File: config.mk
export PLATFORM = sky130hd
export DESIGN_NAME = output_clock_halt
export DESIGN_NICKNAME = d
export VERILOG_FILES = /design/src/hw/clock_halt_pkg.sv /design/src/hw/halt_if.sv /design/src/hw/output_clock_halt.sv /design/src/hw/clock_halt_gate.sv /design/src/hw/lock_loss_flags.sv
export VERILOG_INCLUDE_DIRS = /design/src /design/src/hw
export SDC_FILE = /design/constraint.sdc
export NUM_CORES = 1
export LEC_CHECK = 0
export ABC_CLOCK_PERIOD_IN_PS = 6200
export BUFFER_PORTS_ARGS = -buffer_cell sky130_fd_sc_hd__buf_2
export CAP_MARGIN = 20
export CORE_MARGIN = 2
export CORE_UTILIZATION = 59
export CTS_CLUSTER_SIZE = 14
export DETAILED_ROUTE_END_ITERATION = 7
export PLACE_DENSITY = 0.8
export SLEW_MARGIN = 20
export SYNTH_ARGS = -nofsm -noshare
export SYNTH_HDL_FRONTEND = slang
export SYNTH_SLANG_ARGS = --single-unit
File: constraint.sdc
create_clock -name CLK_SYS -period 6.2 [get_ports CLK_SYS]
set_clock_uncertainty 0.05 [all_clocks]
set_input_delay 0.93 -clock CLK_SYS [delete_from_list [all_inputs] [get_ports CLK_SYS]]
set_output_delay 0.93 -clock CLK_SYS [all_outputs]
set_load 0.05 [all_outputs]
File: src/hw/clock_halt_defs.svh
`ifndef CLOCK_HALT_DEFS_SVH
`define CLOCK_HALT_DEFS_SVH

// Register offsets
`define OFS_GEN3_HALT      8'hB6
`define OFS_GEN2_HALT      8'hB7
`define OFS_GEN01_HALT     8'hB8
`define OFS_LOCK_STATUS    8'hB9
`define OFS_LOCK_CLEAR     8'hBA

// Reset values
`define RST_GEN3_HALT      8'h00
`define RST_GEN2_HALT      8'h00
`define RST_GEN01_HALT     8'h00
`define RST_LOCK_CLEAR     8'h00
`define RST_LOCK_FLAGS     4'hF

// Field positions: field n of a halt register sits at bits 2n+1:2n
`define HALT_FIELD_W       2
`define HALT_FIELDS_PER_REG 4

// Halt codes
`define HALT_CODE_LOW      2'h2
`define HALT_CODE_HIGH     2'h3

// Flag field of the status register
`define LOCK_FLAG_LSB      0
`define LOCK_FLAG_W        4

`endif

File: src/hw/clock_halt_pkg.sv
package clock_halt_pkg;

  typedef enum logic [1:0] {
    ST_RUN,
    ST_HALT_LOW,
    ST_HALT_HIGH
  } halt_state_type;

  typedef logic [1:0] halt_code_type;

endpackage

File: src/hw/halt_if.sv
`timescale 1ns/1ps
`default_nettype none

interface halt_if;
  import clock_halt_pkg::*;
  logic          src;
  halt_code_type code;
  logic          out;

  modport gate (input src, input code, output out);
  modport ctrl (output src, output code, input out);
endinterface

`default_nettype wire

File: src/hw/output_clock_halt.sv
// Summary of operation
// - bits 3:2 halt config_output_5 low/high
// - bits 5:4 halt config_output_6 low/high
// - bits 7:6 halt config_output_7 low/high
// - gen2 bits 1:0 halt config_output_0
// - gen2 bits 3:2 halt config_output_1
// - gen2 bits 5:4 halt config_output_2
// - gen2 bits 7:6 halt config_output_3
// - gen0/1 bits 1:0 halt precision_output_0
// - gen0/1 bits 3:2 halt precision_output_1
// - gen0/1 bits 5:4 halt precision_output_2
// - gen0/1 bits 7:6 halt precision_output_3
// - One sticky lock-loss flag per synthesizer
// - Reset forces every lock-loss flag set
// - Clear bits 0-2 clear flags while high
// - Clear bit 3 clears synthesizer 3
// - gen3 bits 1:0 halt config_output_4
`timescale 1ns/1ps
`default_nettype none
`include "clock_halt_defs.svh"

module output_clock_halt
  import clock_halt_pkg::*;
#(
  parameter int NUM_OUT = 12,
  parameter int NUM_GEN = 4
) (
  input  wire logic               CLK_SYS,
  input  wire logic               RST,
  input  wire logic               CE,
  input  wire logic [7:0]         REG_ADDR,
  input  wire logic [7:0]         REG_WDATA,
  input  wire logic               REG_WR,
  output logic      [7:0]         REG_RDATA,
  input  wire logic [NUM_OUT-1:0] DIV_SRC,
  input  wire logic [NUM_GEN-1:0] LOCK_LOST,
  output logic      [7:0]         CONFIG_OUTPUT,
  output logic      [3:0]         PRECISION_OUTPUT
);

  generate
    if (NUM_OUT != 3 * `HALT_FIELDS_PER_REG || NUM_GEN != `LOCK_FLAG_W)
    begin : g_bad
      $error("Map is fixed at twelve outputs and four synthesizers");
    end
  endgenerate

  logic [7:0]         gen3_halt_r;
  logic [7:0]         gen3_halt_nxt;
  logic [7:0]         gen2_halt_r;
  logic [7:0]         gen2_halt_nxt;
  logic [7:0]         gen01_halt_r;
  logic [7:0]         gen01_halt_nxt;
  logic [7:0]         lock_clear_r;
  logic [7:0]         lock_clear_nxt;
  logic [7:0]         rdata_r;
  logic [7:0]         rdata_nxt;
  logic [NUM_GEN-1:0] lock_flags;
  halt_code_type      codes [NUM_OUT];
  logic [NUM_OUT-1:0] outs;

  // Register writes; status is read-only and ignores writes
  always_comb
  begin
    gen3_halt_nxt  = gen3_halt_r;
    gen2_halt_nxt  = gen2_halt_r;
    gen01_halt_nxt = gen01_halt_r;
    lock_clear_nxt = lock_clear_r;
    if (REG_WR)
    begin
      unique case (REG_ADDR)
        `OFS_GEN3_HALT:  gen3_halt_nxt  = REG_WDATA;
        `OFS_GEN2_HALT:  gen2_halt_nxt  = REG_WDATA;
        `OFS_GEN01_HALT: gen01_halt_nxt = REG_WDATA;
        `OFS_LOCK_CLEAR: lock_clear_nxt = REG_WDATA;
        default:         ;
      endcase
    end
  end

  // Read data is registered; unmapped offsets read as zero
  always_comb
  begin
    unique case (REG_ADDR)
      `OFS_GEN3_HALT:   rdata_nxt = gen3_halt_r;
      `OFS_GEN2_HALT:   rdata_nxt = gen2_halt_r;
      `OFS_GEN01_HALT:  rdata_nxt = gen01_halt_r;
      `OFS_LOCK_STATUS: rdata_nxt = {4'h0, lock_flags};
      `OFS_LOCK_CLEAR:  rdata_nxt = lock_clear_r;
      default:          rdata_nxt = 8'h00;
    endcase
  end

  always_ff @(posedge CLK_SYS or posedge RST)
  begin
    if (RST)
    begin
      gen3_halt_r  <= `RST_GEN3_HALT;
      gen2_halt_r  <= `RST_GEN2_HALT;
      gen01_halt_r <= `RST_GEN01_HALT;
      lock_clear_r <= `RST_LOCK_CLEAR;
      rdata_r      <= 8'h00;
    end
    else if (CE)
    begin
      gen3_halt_r  <= gen3_halt_nxt;
      gen2_halt_r  <= gen2_halt_nxt;
      gen01_halt_r <= gen01_halt_nxt;
      lock_clear_r <= lock_clear_nxt;
      rdata_r      <= rdata_nxt;
    end
  end

  assign REG_RDATA = rdata_r;

  // Output index: config 0..7, then precision 0..3
  // Assumes each output is fed from its own divider, as software must arrange
  assign codes[0]  = gen2_halt_r[1:0];
  assign codes[1]  = gen2_halt_r[3:2];
  assign codes[2]  = gen2_halt_r[5:4];
  assign codes[3]  = gen2_halt_r[7:6];
  assign codes[4]  = gen3_halt_r[1:0];
  assign codes[5]  = gen3_halt_r[3:2];
  assign codes[6]  = gen3_halt_r[5:4];
  assign codes[7]  = gen3_halt_r[7:6];
  assign codes[8]  = gen01_halt_r[1:0];
  assign codes[9]  = gen01_halt_r[3:2];
  assign codes[10] = gen01_halt_r[5:4];
  assign codes[11] = gen01_halt_r[7:6];

  genvar gi;
  generate
    for (gi = 0; gi < NUM_OUT; gi++)
    begin : g_gate
      halt_if hif ();
      assign hif.src  = DIV_SRC[gi];
      assign hif.code = codes[gi];
      assign outs[gi] = hif.out;
      clock_halt_gate u_gate (
        .clk (CLK_SYS),
        .rst (RST),
        .ce  (CE),
        .hif (hif)
      );
    end
  endgenerate

  assign CONFIG_OUTPUT    = outs[7:0];
  assign PRECISION_OUTPUT = outs[11:8];

  // Clear bits are levels: flag stays cleared until software drops the bit, except after a cycle with LOCK_LOST high
  lock_loss_flags #(
    .NUM_GEN (NUM_GEN)
  ) u_flags (
    .clk   (CLK_SYS),
    .rst   (RST),
    .ce    (CE),
    .lost  (LOCK_LOST),
    .clr   (lock_clear_r[NUM_GEN-1:0]),
    .flags (lock_flags)
  );

  write_gen3_a: assert property (@(posedge CLK_SYS) disable iff (RST)
    (CE && REG_WR && REG_ADDR == `OFS_GEN3_HALT)
      |=> (gen3_halt_r == $past(REG_WDATA)))
    else $error("Gen3 halt write lost");

  write_gen2_a: assert property (@(posedge CLK_SYS) disable iff (RST)
    (CE && REG_WR && REG_ADDR == `OFS_GEN2_HALT)
      |=> (gen2_halt_r == $past(REG_WDATA)))
    else $error("Gen2 halt write lost");

  status_read_a: assert property (@(posedge CLK_SYS) disable iff (RST)
    (CE && REG_ADDR == `OFS_LOCK_STATUS)
      |=> (REG_RDATA == {4'h0, $past(lock_flags)}))
    else $error("Status readback wrong");

  halt_out_a: assert property (@(posedge CLK_SYS) disable iff (RST)
    (CE && gen01_halt_r[1:0] == `HALT_CODE_LOW && DIV_SRC[8]) ##1
    (CE && gen01_halt_r[1:0] == `HALT_CODE_LOW && !DIV_SRC[8])
      |=> !PRECISION_OUTPUT[0] [*2])
    else $error("Precision output 0 not held low");

  write_gen01_a: assert property (@(posedge CLK_SYS) disable iff (RST)
    (CE && REG_WR && REG_ADDR == `OFS_GEN01_HALT)
      |=> (gen01_halt_r == $past(REG_WDATA)))
    else $error("Gen0/1 halt write lost");

  write_clear_a: assert property (@(posedge CLK_SYS) disable iff (RST)
    (CE && REG_WR && REG_ADDR == `OFS_LOCK_CLEAR)
      |=> (lock_clear_r == $past(REG_WDATA)))
    else $error("Clear register write lost");

  // Status and unmapped offsets must leave every control register alone
  write_refused_a: assert property (@(posedge CLK_SYS) disable iff (RST)
    (CE && REG_WR && !(REG_ADDR inside {`OFS_GEN3_HALT, `OFS_GEN2_HALT,
                                        `OFS_GEN01_HALT, `OFS_LOCK_CLEAR}))
      |=> $stable({gen3_halt_r, gen2_halt_r, gen01_halt_r, lock_clear_r}))
    else $error("Refused write changed a register");

  halt_hold_a: assert property (@(posedge CLK_SYS) disable iff (RST)
    (CE && !REG_WR)
      |=> $stable({gen3_halt_r, gen2_halt_r, gen01_halt_r}))
    else $error("Halt register moved without a write");

  clear_level_a: assert property (@(posedge CLK_SYS) disable iff (RST)
    (CE && !(REG_WR && REG_ADDR == `OFS_LOCK_CLEAR))
      |=> $stable(lock_clear_r))
    else $error("Clear bits moved without a write");

  read_gen3_a: assert property (@(posedge CLK_SYS) disable iff (RST)
    (CE && REG_ADDR == `OFS_GEN3_HALT) |=> (REG_RDATA == $past(gen3_halt_r)))
    else $error("Gen3 halt readback wrong");

  read_gen2_a: assert property (@(posedge CLK_SYS) disable iff (RST)
    (CE && REG_ADDR == `OFS_GEN2_HALT) |=> (REG_RDATA == $past(gen2_halt_r)))
    else $error("Gen2 halt readback wrong");

  read_gen01_a: assert property (@(posedge CLK_SYS) disable iff (RST)
    (CE && REG_ADDR == `OFS_GEN01_HALT) |=> (REG_RDATA == $past(gen01_halt_r)))
    else $error("Gen0/1 halt readback wrong");

  read_clear_a: assert property (@(posedge CLK_SYS) disable iff (RST)
    (CE && REG_ADDR == `OFS_LOCK_CLEAR) |=> (REG_RDATA == $past(lock_clear_r)))
    else $error("Clear register readback wrong");

  read_unmapped_a: assert property (@(posedge CLK_SYS) disable iff (RST)
    (CE && !(REG_ADDR inside {`OFS_GEN3_HALT, `OFS_GEN2_HALT, `OFS_GEN01_HALT,
                              `OFS_LOCK_STATUS, `OFS_LOCK_CLEAR}))
      |=> (REG_RDATA == 8'h00))
    else $error("Unmapped offset read nonzero");

  // A frozen block must not move a pin, or a short pulse could escape
  freeze_out_a: assert property (@(posedge CLK_SYS) disable iff (RST)
    !CE |=> ($stable(CONFIG_OUTPUT) && $stable(PRECISION_OUTPUT) && $stable(REG_RDATA)))
    else $error("Outputs moved while clock enable low");

  freeze_flags_a: assert property (@(posedge CLK_SYS) disable iff (RST)
    !CE |=> $stable(lock_flags))
    else $error("Lock flags moved while clock enable low");

  reset_regs_a: assert property (@(posedge CLK_SYS)
    $fell(RST) |-> (gen3_halt_r == `RST_GEN3_HALT && gen2_halt_r == `RST_GEN2_HALT
                    && gen01_halt_r == `RST_GEN01_HALT && lock_clear_r == `RST_LOCK_CLEAR
                    && outs == '0))
    else $error("Registers not at reset values after reset");

  // Per synthesizer flag checks
  genvar fi;
  generate
    for (fi = 0; fi < NUM_GEN; fi++)
    begin : g_flag_chk
      flag_set_a: assert property (@(posedge CLK_SYS) disable iff (RST)
        (CE && LOCK_LOST[fi]) |=> lock_flags[fi])
        else $error("Lock loss flag not set");

      flag_clr_a: assert property (@(posedge CLK_SYS) disable iff (RST)
        (CE && lock_clear_r[fi] && !LOCK_LOST[fi]) |=> !lock_flags[fi])
        else $error("Lock loss flag not cleared");

      flag_hold_a: assert property (@(posedge CLK_SYS) disable iff (RST)
        (lock_flags[fi] && !(CE && lock_clear_r[fi])) |=> lock_flags[fi])
        else $error("Lock loss flag dropped without clear");
    end
  endgenerate

  // Per pin checks; the code must have stood a cycle, else a rejoin may be in flight
  genvar oi;
  generate
    for (oi = 0; oi < NUM_OUT; oi++)
    begin : g_out_chk
      pin_low_a: assert property (@(posedge CLK_SYS) disable iff (RST)
        (CE && $past(CE) && codes[oi] == `HALT_CODE_LOW
          && $past(codes[oi]) == `HALT_CODE_LOW && $past(DIV_SRC[oi]) && !DIV_SRC[oi])
          |=> (!outs[oi]) [*2])
        else $error("Output not stopped low on falling edge");

      pin_high_a: assert property (@(posedge CLK_SYS) disable iff (RST)
        (CE && $past(CE) && codes[oi] == `HALT_CODE_HIGH
          && $past(codes[oi]) == `HALT_CODE_HIGH && !$past(DIV_SRC[oi]) && DIV_SRC[oi])
          |=> (outs[oi]) [*2])
        else $error("Output not stopped high on rising edge");

      pin_rise_a: assert property (@(posedge CLK_SYS) disable iff (RST)
        $rose(outs[oi]) |-> $past(DIV_SRC[oi]))
        else $error("Output rose without a high source");

      pin_fall_a: assert property (@(posedge CLK_SYS) disable iff (RST)
        $fell(outs[oi]) |-> !$past(DIV_SRC[oi]))
        else $error("Output fell without a low source");
    end
  endgenerate

  clear_c: cover property (@(posedge CLK_SYS) disable iff (RST)
    (CE && REG_WR && REG_ADDR == `OFS_LOCK_CLEAR && REG_WDATA != 8'h00));
  halt_c: cover property (@(posedge CLK_SYS) disable iff (RST)
    (gen3_halt_r[3:2] == `HALT_CODE_HIGH) ##4 CONFIG_OUTPUT[5]);

endmodule

`default_nettype wire

File: src/hw/clock_halt_gate.sv
`timescale 1ns/1ps
`default_nettype none
`include "clock_halt_defs.svh"

module clock_halt_gate
  import clock_halt_pkg::*;
(
  input  wire logic clk,
  input  wire logic rst,
  input  wire logic ce,
  halt_if.gate      hif
);

  halt_state_type st_r;
  halt_state_type st_nxt;
  logic           src_r;
  logic           out_r;
  logic           out_nxt;

  // Stop only on the matching source edge, so the last pulse is always full width
  always_comb
  begin
    st_nxt  = st_r;
    out_nxt = out_r;
    unique case (st_r)
      ST_RUN:
      begin
        out_nxt = hif.src;
        if (hif.code == `HALT_CODE_LOW && src_r && !hif.src)
        begin
          st_nxt = ST_HALT_LOW;
        end
        else if (hif.code == `HALT_CODE_HIGH && !src_r && hif.src)
        begin
          st_nxt = ST_HALT_HIGH;
        end
      end
      ST_HALT_LOW:
      begin
        out_nxt = 1'b0;
        // Rejoin only while source sits at the held level
        if (hif.code != `HALT_CODE_LOW && !hif.src)
        begin
          st_nxt = ST_RUN;
        end
      end
      ST_HALT_HIGH:
      begin
        out_nxt = 1'b1;
        if (hif.code != `HALT_CODE_HIGH && hif.src)
        begin
          st_nxt = ST_RUN;
        end
      end
    endcase
  end

  always_ff @(posedge clk or posedge rst)
  begin
    if (rst)
    begin
      st_r  <= ST_RUN;
      src_r <= 1'b0;
      out_r <= 1'b0;
    end
    else if (ce)
    begin
      st_r  <= st_nxt;
      src_r <= hif.src;
      out_r <= out_nxt;
    end
  end

  assign hif.out = out_r;

  stop_low_a: assert property (@(posedge clk) disable iff (rst)
    (ce && st_r == ST_RUN && hif.code == `HALT_CODE_LOW && src_r && !hif.src)
      |=> (!out_r && st_r == ST_HALT_LOW))
    else $error("Halt low not entered on falling edge");

  stop_high_a: assert property (@(posedge clk) disable iff (rst)
    (ce && st_r == ST_RUN && hif.code == `HALT_CODE_HIGH && !src_r && hif.src)
      |=> (out_r && st_r == ST_HALT_HIGH))
    else $error("Halt high not entered on rising edge");

  held_low_a: assert property (@(posedge clk) disable iff (rst)
    (st_r == ST_HALT_LOW && hif.code == `HALT_CODE_LOW) [*2] |-> !out_r)
    else $error("Halted output not low");

  held_high_a: assert property (@(posedge clk) disable iff (rst)
    (st_r == ST_HALT_HIGH && hif.code == `HALT_CODE_HIGH) [*2] |-> out_r)
    else $error("Halted output not high");

  run_follow_a: assert property (@(posedge clk) disable iff (rst)
    (ce && st_r == ST_RUN && !hif.code[1]) |=> (out_r == $past(hif.src)))
    else $error("Running output does not follow source");

  rise_source_a: assert property (@(posedge clk) disable iff (rst)
    $rose(out_r) |-> $past(hif.src))
    else $error("Output rose without a high source");

  halt_low_c: cover property (@(posedge clk) disable iff (rst)
    st_r == ST_HALT_LOW ##1 st_r == ST_RUN);
  halt_high_c: cover property (@(posedge clk) disable iff (rst)
    st_r == ST_HALT_HIGH ##1 st_r == ST_RUN);

endmodule

`default_nettype wire

File: src/hw/lock_loss_flags.sv
`timescale 1ns/1ps
`default_nettype none
`include "clock_halt_defs.svh"

module lock_loss_flags #(
  parameter int NUM_GEN = 4
) (
  input  wire logic               clk,
  input  wire logic               rst,
  input  wire logic               ce,
  input  wire logic [NUM_GEN-1:0] lost,
  input  wire logic [NUM_GEN-1:0] clr,
  output logic      [NUM_GEN-1:0] flags
);

  generate
    if (NUM_GEN < 1 || NUM_GEN > `LOCK_FLAG_W)
    begin : g_bad
      $error("NUM_GEN out of range");
    end
  endgenerate

  logic [NUM_GEN-1:0] flag_r;
  logic [NUM_GEN-1:0] flag_nxt;

  // Set beats clear, so a loss during a held clear is still seen
  always_comb
  begin
    flag_nxt = lost | (flag_r & ~clr);
  end

  always_ff @(posedge clk or posedge rst)
  begin
    if (rst)
    begin
      flag_r <= NUM_GEN'(`RST_LOCK_FLAGS);
    end
    else if (ce)
    begin
      flag_r <= flag_nxt;
    end
  end

  assign flags = flag_r;

  set_wins_a: assert property (@(posedge clk) disable iff (rst)
    ce |=> ((flag_r & $past(lost)) == $past(lost)))
    else $error("Lock loss not captured");

  clear_a: assert property (@(posedge clk) disable iff (rst)
    ce |=> ((flag_r & $past(clr) & ~$past(lost)) == '0))
    else $error("Flag not cleared");

  clear_top_a: assert property (@(posedge clk) disable iff (rst)
    (ce && clr[NUM_GEN-1] && !lost[NUM_GEN-1]) ##1 (ce && clr[NUM_GEN-1])
      |-> !flag_r[NUM_GEN-1])
    else $error("Top flag not cleared");

  sticky_a: assert property (@(posedge clk) disable iff (rst)
    (ce && (clr == '0)) |=> ((flag_r & $past(flag_r)) == $past(flag_r)))
    else $error("Flag dropped without clear");

  reset_set_a: assert property (@(posedge clk)
    $fell(rst) |-> (flag_r == NUM_GEN'(`RST_LOCK_FLAGS)))
    else $error("Flags not set by reset");

  lost_c: cover property (@(posedge clk) disable iff (rst)
    (flag_r == '0) ##1 (flag_r != '0));

endmodule

`default_nettype wire

==> results.cfg, run 1 <==
[outcome]
status = complete, no violations

[clock_tree]
clock-root-buffer = clkbuf_8
cts-buffers-inserted = 9
max_h_tree_level = 3
worst_setup_hold_path_clk_slew_ns = 0.09
tritoncts = done
holdBufCountCts = 0
cts_resizes = 0
worst_skew_pair.late_latency_ns = 0.37
ctsLongestPathBuffers = 2
postCtsSetupRepairBufs = 0
clock-sinks = 92

[sta]
hold_slack_ns = 0.4569
grt_setup_unrepaired = false
period_minus_slack_ns = 3.089
final.setup.tns_ns = 0
max_slew.worst_pin.slew_ns = 0.8928
timing_max_transition_violations_final = 0
finalCritPeriodShare_pct = 49.82
clock.fmax_ghz = 0.3238
slew-limit-headroom_pct = 40.48
timing.final.setup_violations = 0
finalHoldViolCount = 0

[floorplanning]
die-width_um = 98.39
rows = 34
die_y_um = 98.39
initial_core_util_pct = 60.57
core_area_um2 = 8678
floorplan.io_pins = 56
die_area_um2 = 9680

[logic_synthesis]
post-synth-top-count-cell = dfrtp_1
synth_xor_xnor_area_share_pct = 0
ys_ff_latch = 92
yosys.area_share.simple_pct = 13.76
synth.cell_area_um2 = 5256
async_flop_share_pct = 100.0
syn_avg_cell_area_um2 = 11.35
synth_compound_gate_area_share_pct = 12.28
cell_types_with_the_highest_counts_after_synthesis = dfrtp_1 (88), mux2_2 (53), ha_1 (36), inv_1 (31), mux2i_1 (25)
synth_fa_ha_area_share_pct = 8.569
synth.area.mux_share_pct = 16.12
synthDominantCellAreaShare_pct = 41.89
netlist-cell-type-count = 52
combinational_family_with_the_most_area_after_synthesis = multiplexers
synth_ff_type = dfrtp_1
synth.yosys.seq_area_share_pct = 43.89
netlist_instances = 463
synth.area.top_cells = dfrtp_1 (42%), mux2_2 (11%), ha_1 (8.6%)
synth_enable_flop_cells = 0
synth-warning-count = 0
netlist.top_cell.by_area = dfrtp_1
postSynthNetCount = 535

[route]
finalWirelength_um = 10390
drt_iter0_markers = 118
num_vias = 3669
drc_errors = 0
number_of_nets_with_antenna_violations_after_routing = 0
wl_per_cell_um = 16.78
via_per_inst = 5.927
drt_pass1_iterations = 4

[critical_path]
critical_path.top_delay_family = simple AND/OR/NAND/NOR gates
critical_path_buf_inv_count = 3
cp.arrival_ns = 3.29
critical_path_capture_point_type = flip-flop
cpMaxStageDelayCell = nor2_2
cp_data_required_time_ns = 6.40
cells_along_the_critical_path = buf_2, buf_4, inv_2, nor2_2, and4_1, mux2_2
setup.worst_path.start_class = input port
cp_max_fo = 60
slowest_delay_ns = 0.56
critPathKind = input port to flip-flop

[global_routing]
wire_length_of_the_first_global_routing_pass_um = 17590
first_global_vias = 3707
grt_antenna_before_repair = 0
overflow = 0
globalRouteTotalUtil_pct = 22.55
maximum_number_of_pins_on_one_net_before_global_route_repair = 73

[pwr]
irDropWorstVdd_mv = 0.1666
power_per_cell_area_nw_per_um2 = 318.5
design_power_total_uw = 1838
cellLeakagePower_uw = 0.002804

[placement]
port-buffer-count = 55
hpwl_um = 7449
gpl.final_weighted_congestion = 0.8423

[finish]
diodes = 0
fin_nets = 578
synth_to_final_area_change_pct = 9.783
final_layout_size_suffix_gt1_share_pct = 29.35

[run]
drv_cap = 0

[worst_hold_path]
timing.hold.worst.class = input port to asynchronous set/reset pin
==> through the flow <==
stage | std cells | area (um2) | utilization [%] | worst slack (ns)
4_1_cts | 619 | 5771 | 66.49 | 3.179
6_report | 619 | 5771 | 66.49 | 3.111
3_3_place_gp | 603 | 5520 | 63.61 | 2.852
3_5_place_dp | 603 | 5520 | 63.61 | 2.796
2_1_floorplan | 463 | 5256 | - | 2.835
5_1_grt | 619 | 5771 | 66.49 | 2.985
==> report_power, final <==
part           switching, uW  internal (uW)
registers               52.5            689
clock network            211            290
logic                    359            237
==> cell type report <==
class	instances	area, um2
Fill cell	672	2908
Multi-Input combinational cell	314	2666
Sequential cell	92	2307
Timing Repair Buffer	57	290.3
Clock buffer	12	155.1
Tap cell	108	135.1
Inverter	32	121.4
Clock inverter	4	95.09
==> path summary, 6_finish.rpt <==
kind / startpoint / to / slack, ns / depth (start not counted)
min reg2reg: lock_clear_r[4] / lock_clear_r[4] / 0.46 / 1
max in group asynchronous: RST / gen2_halt_r[0] / 4.43 / 3
min in group CLK_SYS: lock_clear_r[4] / lock_clear_r[4] / 0.46 / 1
max: CE / lock_clear_r[0] / 3.11 / 6
max reg2reg: g_gate[6].u_gate.st_r[0] / g_gate[6].u_gate.st_r[0] / 4.51 / 6
min: RST / gen3_halt_r[6] / 0.46 / 2
==> cell usage in the layout, fill, tap and decap left out, types with 2 or more instances in the layout <==
cell       Yosys  routed
dfrtp_1       88      88
buf_2          7      55
mux2_2        53      53
ha_1          36      36
inv_1         31      30
mux2i_1       25      25
nor2_1        23      23
a21oi_1       19      19
nand2_1       15      15
nand4b_1      12      12
o21ai_0       12      12
clkbuf_8       0      11
nand2b_1      10      10
a22o_1        10      10
nand4bb_1      9       9
nand3_1        9       9
nor2b_1        8       8
a32oi_1        8       8
a22oi_1        8       8
a21bo_2        7       7
nand4_1        5       5
a31oi_1        4       4
a2bb2oi_1      4       4
dfstp_2        4       4
a21boi_0       3       3
nand3b_1       3       3
o2111ai_1      3       3
a31o_2         3       3
nor3_1         3       3
a21o_1         3       3
bufinv_16      0       3
o211ai_1       2       2
clkinv_2       0       2
buf_4         12       2
==> cells by family (layout without fill, tap and decap cells) <==
logic type | after synthesis | after routing
adder cells (fa/ha/maj) | 36 | 36
AND/OR/NAND/NOR | 111 | 111
buffers and inverters | 57 | 105
AO/OA/AOI/OAI | 89 | 89
multiplexers | 78 | 78
flip-flops | 92 | 92
==> sequential cells by signal, indices dropped and copies added, names as in the netlist <==
register,count
lock_clear_r,8
u_flags.flags,4
REG_RDATA,8
g_gate.u_gate.st_r,24
gen01_halt_r,8
g_gate.u_gate.src_r,12
gen2_halt_r,8
gen3_halt_r,8
g_gate.u_gate.hif.out,12
==> routing by layer <==
metal  up-vias  wire length (um)  track usage, %
li1       1765                 -               -
met1      1829              4828           30.79
met2        64              4979           36.16
met3        11               413           4.724
met4         0               166           7.587
met5         -                 0               0
Power figures use the tool's default switching activity.
==> run 2: changes to the inputs <==
--- a/config.mk
+++ b/config.mk
@@ -6,14 +6,14 @@
 export SDC_FILE = /design/constraint.sdc
 export NUM_CORES = 1
 export LEC_CHECK = 0
-export ABC_CLOCK_PERIOD_IN_PS = 6200
+export ABC_CLOCK_PERIOD_IN_PS = 2600
 export BUFFER_PORTS_ARGS = -buffer_cell sky130_fd_sc_hd__buf_2
 export CAP_MARGIN = 20
 export CORE_MARGIN = 2
-export CORE_UTILIZATION = 59
+export CORE_UTILIZATION = 54
 export CTS_CLUSTER_SIZE = 14
 export DETAILED_ROUTE_END_ITERATION = 7
-export PLACE_DENSITY = 0.8
+export PLACE_DENSITY = 0.77
 export SLEW_MARGIN = 20
 export SYNTH_ARGS = -nofsm -noshare
 export SYNTH_HDL_FRONTEND = slang
==> constraint.sdc (replaced) <==
create_clock -name CLK_SYS -period 2.6 [get_ports CLK_SYS]
set_clock_uncertainty 0.05 [all_clocks]
set_input_delay 0.39 -clock CLK_SYS [delete_from_list [all_inputs] [get_ports CLK_SYS]]
set_output_delay 0.39 -clock CLK_SYS [all_outputs]
set_load 0.05 [all_outputs]
==> run 2 against run 1 <==
First-iteration DRC count rose by 62%. Worst hold slack got worse by 0.36 ns. Combinational power rose by 140%. Cell count rose by 4.5%.
==> results.cfg, run 2 (same netlist as run 1, synthesis figures left out) <==
[outcome]
status = complete, no violations

[finish]
diodes = 0
final_layout_size_suffix_gt1_share_pct = 29.38
layout.cells.most_common = dfrtp_1
synth_to_final_area_change_pct = 10.02
layout.filler_cells = 796
top_register = g_gate.u_gate.st_r
fin_util_pct = 60.28
layout_common_cells = dfrtp_1 (88), buf_2 (55), mux2_2 (53)
fin_nets = 581
flip_flop_count_of_the_largest_register_after_layout = 24

[sta]
timing.final.setup_violations = 0
slew-limit-headroom_pct = 66.65
finalHoldViolCount = 0
timing_max_transition_violations_final = 0
grt_setup_unrepaired = false
finalCritPeriodShare_pct = 63.56
max_slew.worst_pin.slew_ns = 0.5002
layout_setup_ws_ns = 0.9475
hold_slack_ns = 0.09733
period_minus_slack_ns = 1.653
final.setup.tns_ns = 0
clock.fmax_ghz = 0.6051

[route]
drc_errors = 0
drt_iter0_markers = 191
wl_per_cell_um = 16.68
via_per_inst = 5.845
number_of_nets_with_antenna_violations_after_routing = 0
num_vias = 3782
finalWirelength_um = 10790
drt_pass1_iterations = 7

[critical_path]
cells_along_the_critical_path = inv_1, ha_1, inv_1, o2111a_1, o21ai_0, mux2_2
cp_data_required_time_ns = 2.79
cp.arrival_ns = 1.84
critical_path_capture_point_type = flip-flop
worstRegToRegCells = 6
cpMostUsedCell = inv_1
worstSetupPathDepth = 6
slowest_delay_ns = 0.40
critical_path.top_delay_family = compound AO/OA/AOI/OAI gates
critical_path_buf_inv_count = 2
critPathKind = flip-flop to flip-flop
cpMaxStageDelayCell = dfrtp_1
cp_max_fo = 3
setup.worst_path.start_class = flip-flop

[clock_tree]
clock-sinks = 92
tritoncts = done
clock-root-buffer = clkbuf_8
cts-buffers-inserted = 9
cts_resizes = 0
max_h_tree_level = 3
worst_setup_hold_path_clk_slew_ns = 0.08
worst_skew_pair.late_latency_ns = 0.35
holdBufCountCts = 0
postCtsSetupRepairBufs = 0
ctsLongestPathBuffers = 2

[global_routing]
globalRouteTotalUtil_pct = 21.79
wire_length_of_the_first_global_routing_pass_um = 18090
first_global_vias = 3735
overflow = 0
maximum_number_of_pins_on_one_net_before_global_route_repair = 93
grt_antenna_before_repair = 0

[floorplanning]
core_area_um2 = 9594
initial_core_util_pct = 54.79
rows = 36
die-width_um = 102.7
die_area_um2 = 10540
floorplan.io_pins = 56
die_y_um = 102.7

[run]
drv_cap = 0

[pwr]
switchingPower_uw = 1470
portion_of_total_power_attributed_to_sequential_cells_pct = 43.2
clock_power_share_pct = 21.9
comb_power_share_pct = 34.9
power_per_cell_area_nw_per_um2 = 710.8
irDropWorstVdd_mv = 0.2950
power.internal_uw = 2641
p_sw_share_pct = 35.76
cellLeakagePower_uw = 0.002792

[worst_hold_path]
timing.hold.worst.class = input port to asynchronous set/reset pin

[placement]
port-buffer-count = 55
hpwl_um = 7752
gpl.final_weighted_congestion = 0.8717
post-place-ws_ns = 0.6855
[run 2: cell type report]
class                   count  area (um2)  area share, %
clock buffers              15       176.4          3.051
clock inverters             1       5.005        0.08654
inverters                  32       123.9          2.142
multi-input cells         314        2666          46.11
flip-flops and latches     92        2307          39.90
well taps                 133       166.4          2.878
repair buffers             60       337.8          5.842
[run 2: worst paths after layout]
kind	startpoint	end	slack (ns)
worst min register to register	g_gate[3].u_gate.hif.out	g_gate[3].u_gate.hif.out	0.47
min in group CLK_SYS	LOCK_LOST[3]	u_flags.flags[3]	0.22
worst min-delay path	RST	g_gate[6].u_gate.hif.out	0.1
worst max-delay path	g_gate[4].u_gate.st_r[0]	g_gate[4].u_gate.st_r[1]	0.95
max in group asynchronous	RST	u_flags.flags[3]	1.98
worst max register to register	g_gate[4].u_gate.st_r[0]	g_gate[4].u_gate.st_r[1]	0.95
[run 2: worst register-to-register path, delay by kind of cell (launching register included)]
| kind | cells | cell delay [ns] |
|---|---|---|
| AOI/OAI and AO/OA | 2 | 0.41 |
| DFF | 1 | 0.40 |
| muxes | 1 | 0.37 |
| adders and majority gates | 1 | 0.17 |
| buffers and inverters | 2 | 0.13 |
[run 2: power groups by stage]
stage,Clock [uW],Sequential (uW),Combinational [uW]
floorplan,0,1770,1230
global placement,0,1790,1380
detailed placement,0,1810,1430
CTS,923,1780,1440
global route,984,1810,1600
finish,902,1770,1430
[run 2: per-layer routing]
metal	global-route usage [%]	vias up	wire length, um
met3	2.983	14	418
met4	8.103	0	159
met5	0	-	0
met1	29.40	1892	4977
met2	36.00	107	5233
li1	-	1769	-
[run 2: stage by stage]
stage	instance area, um2	std cells	power, uW
after floorplan	5260	463	3000
after global placement	5602	631	3162
after detailed placement	5602	631	3240
after CTS	5783	647	4145
after global routing	5783	647	4390
final	5783	647	4111
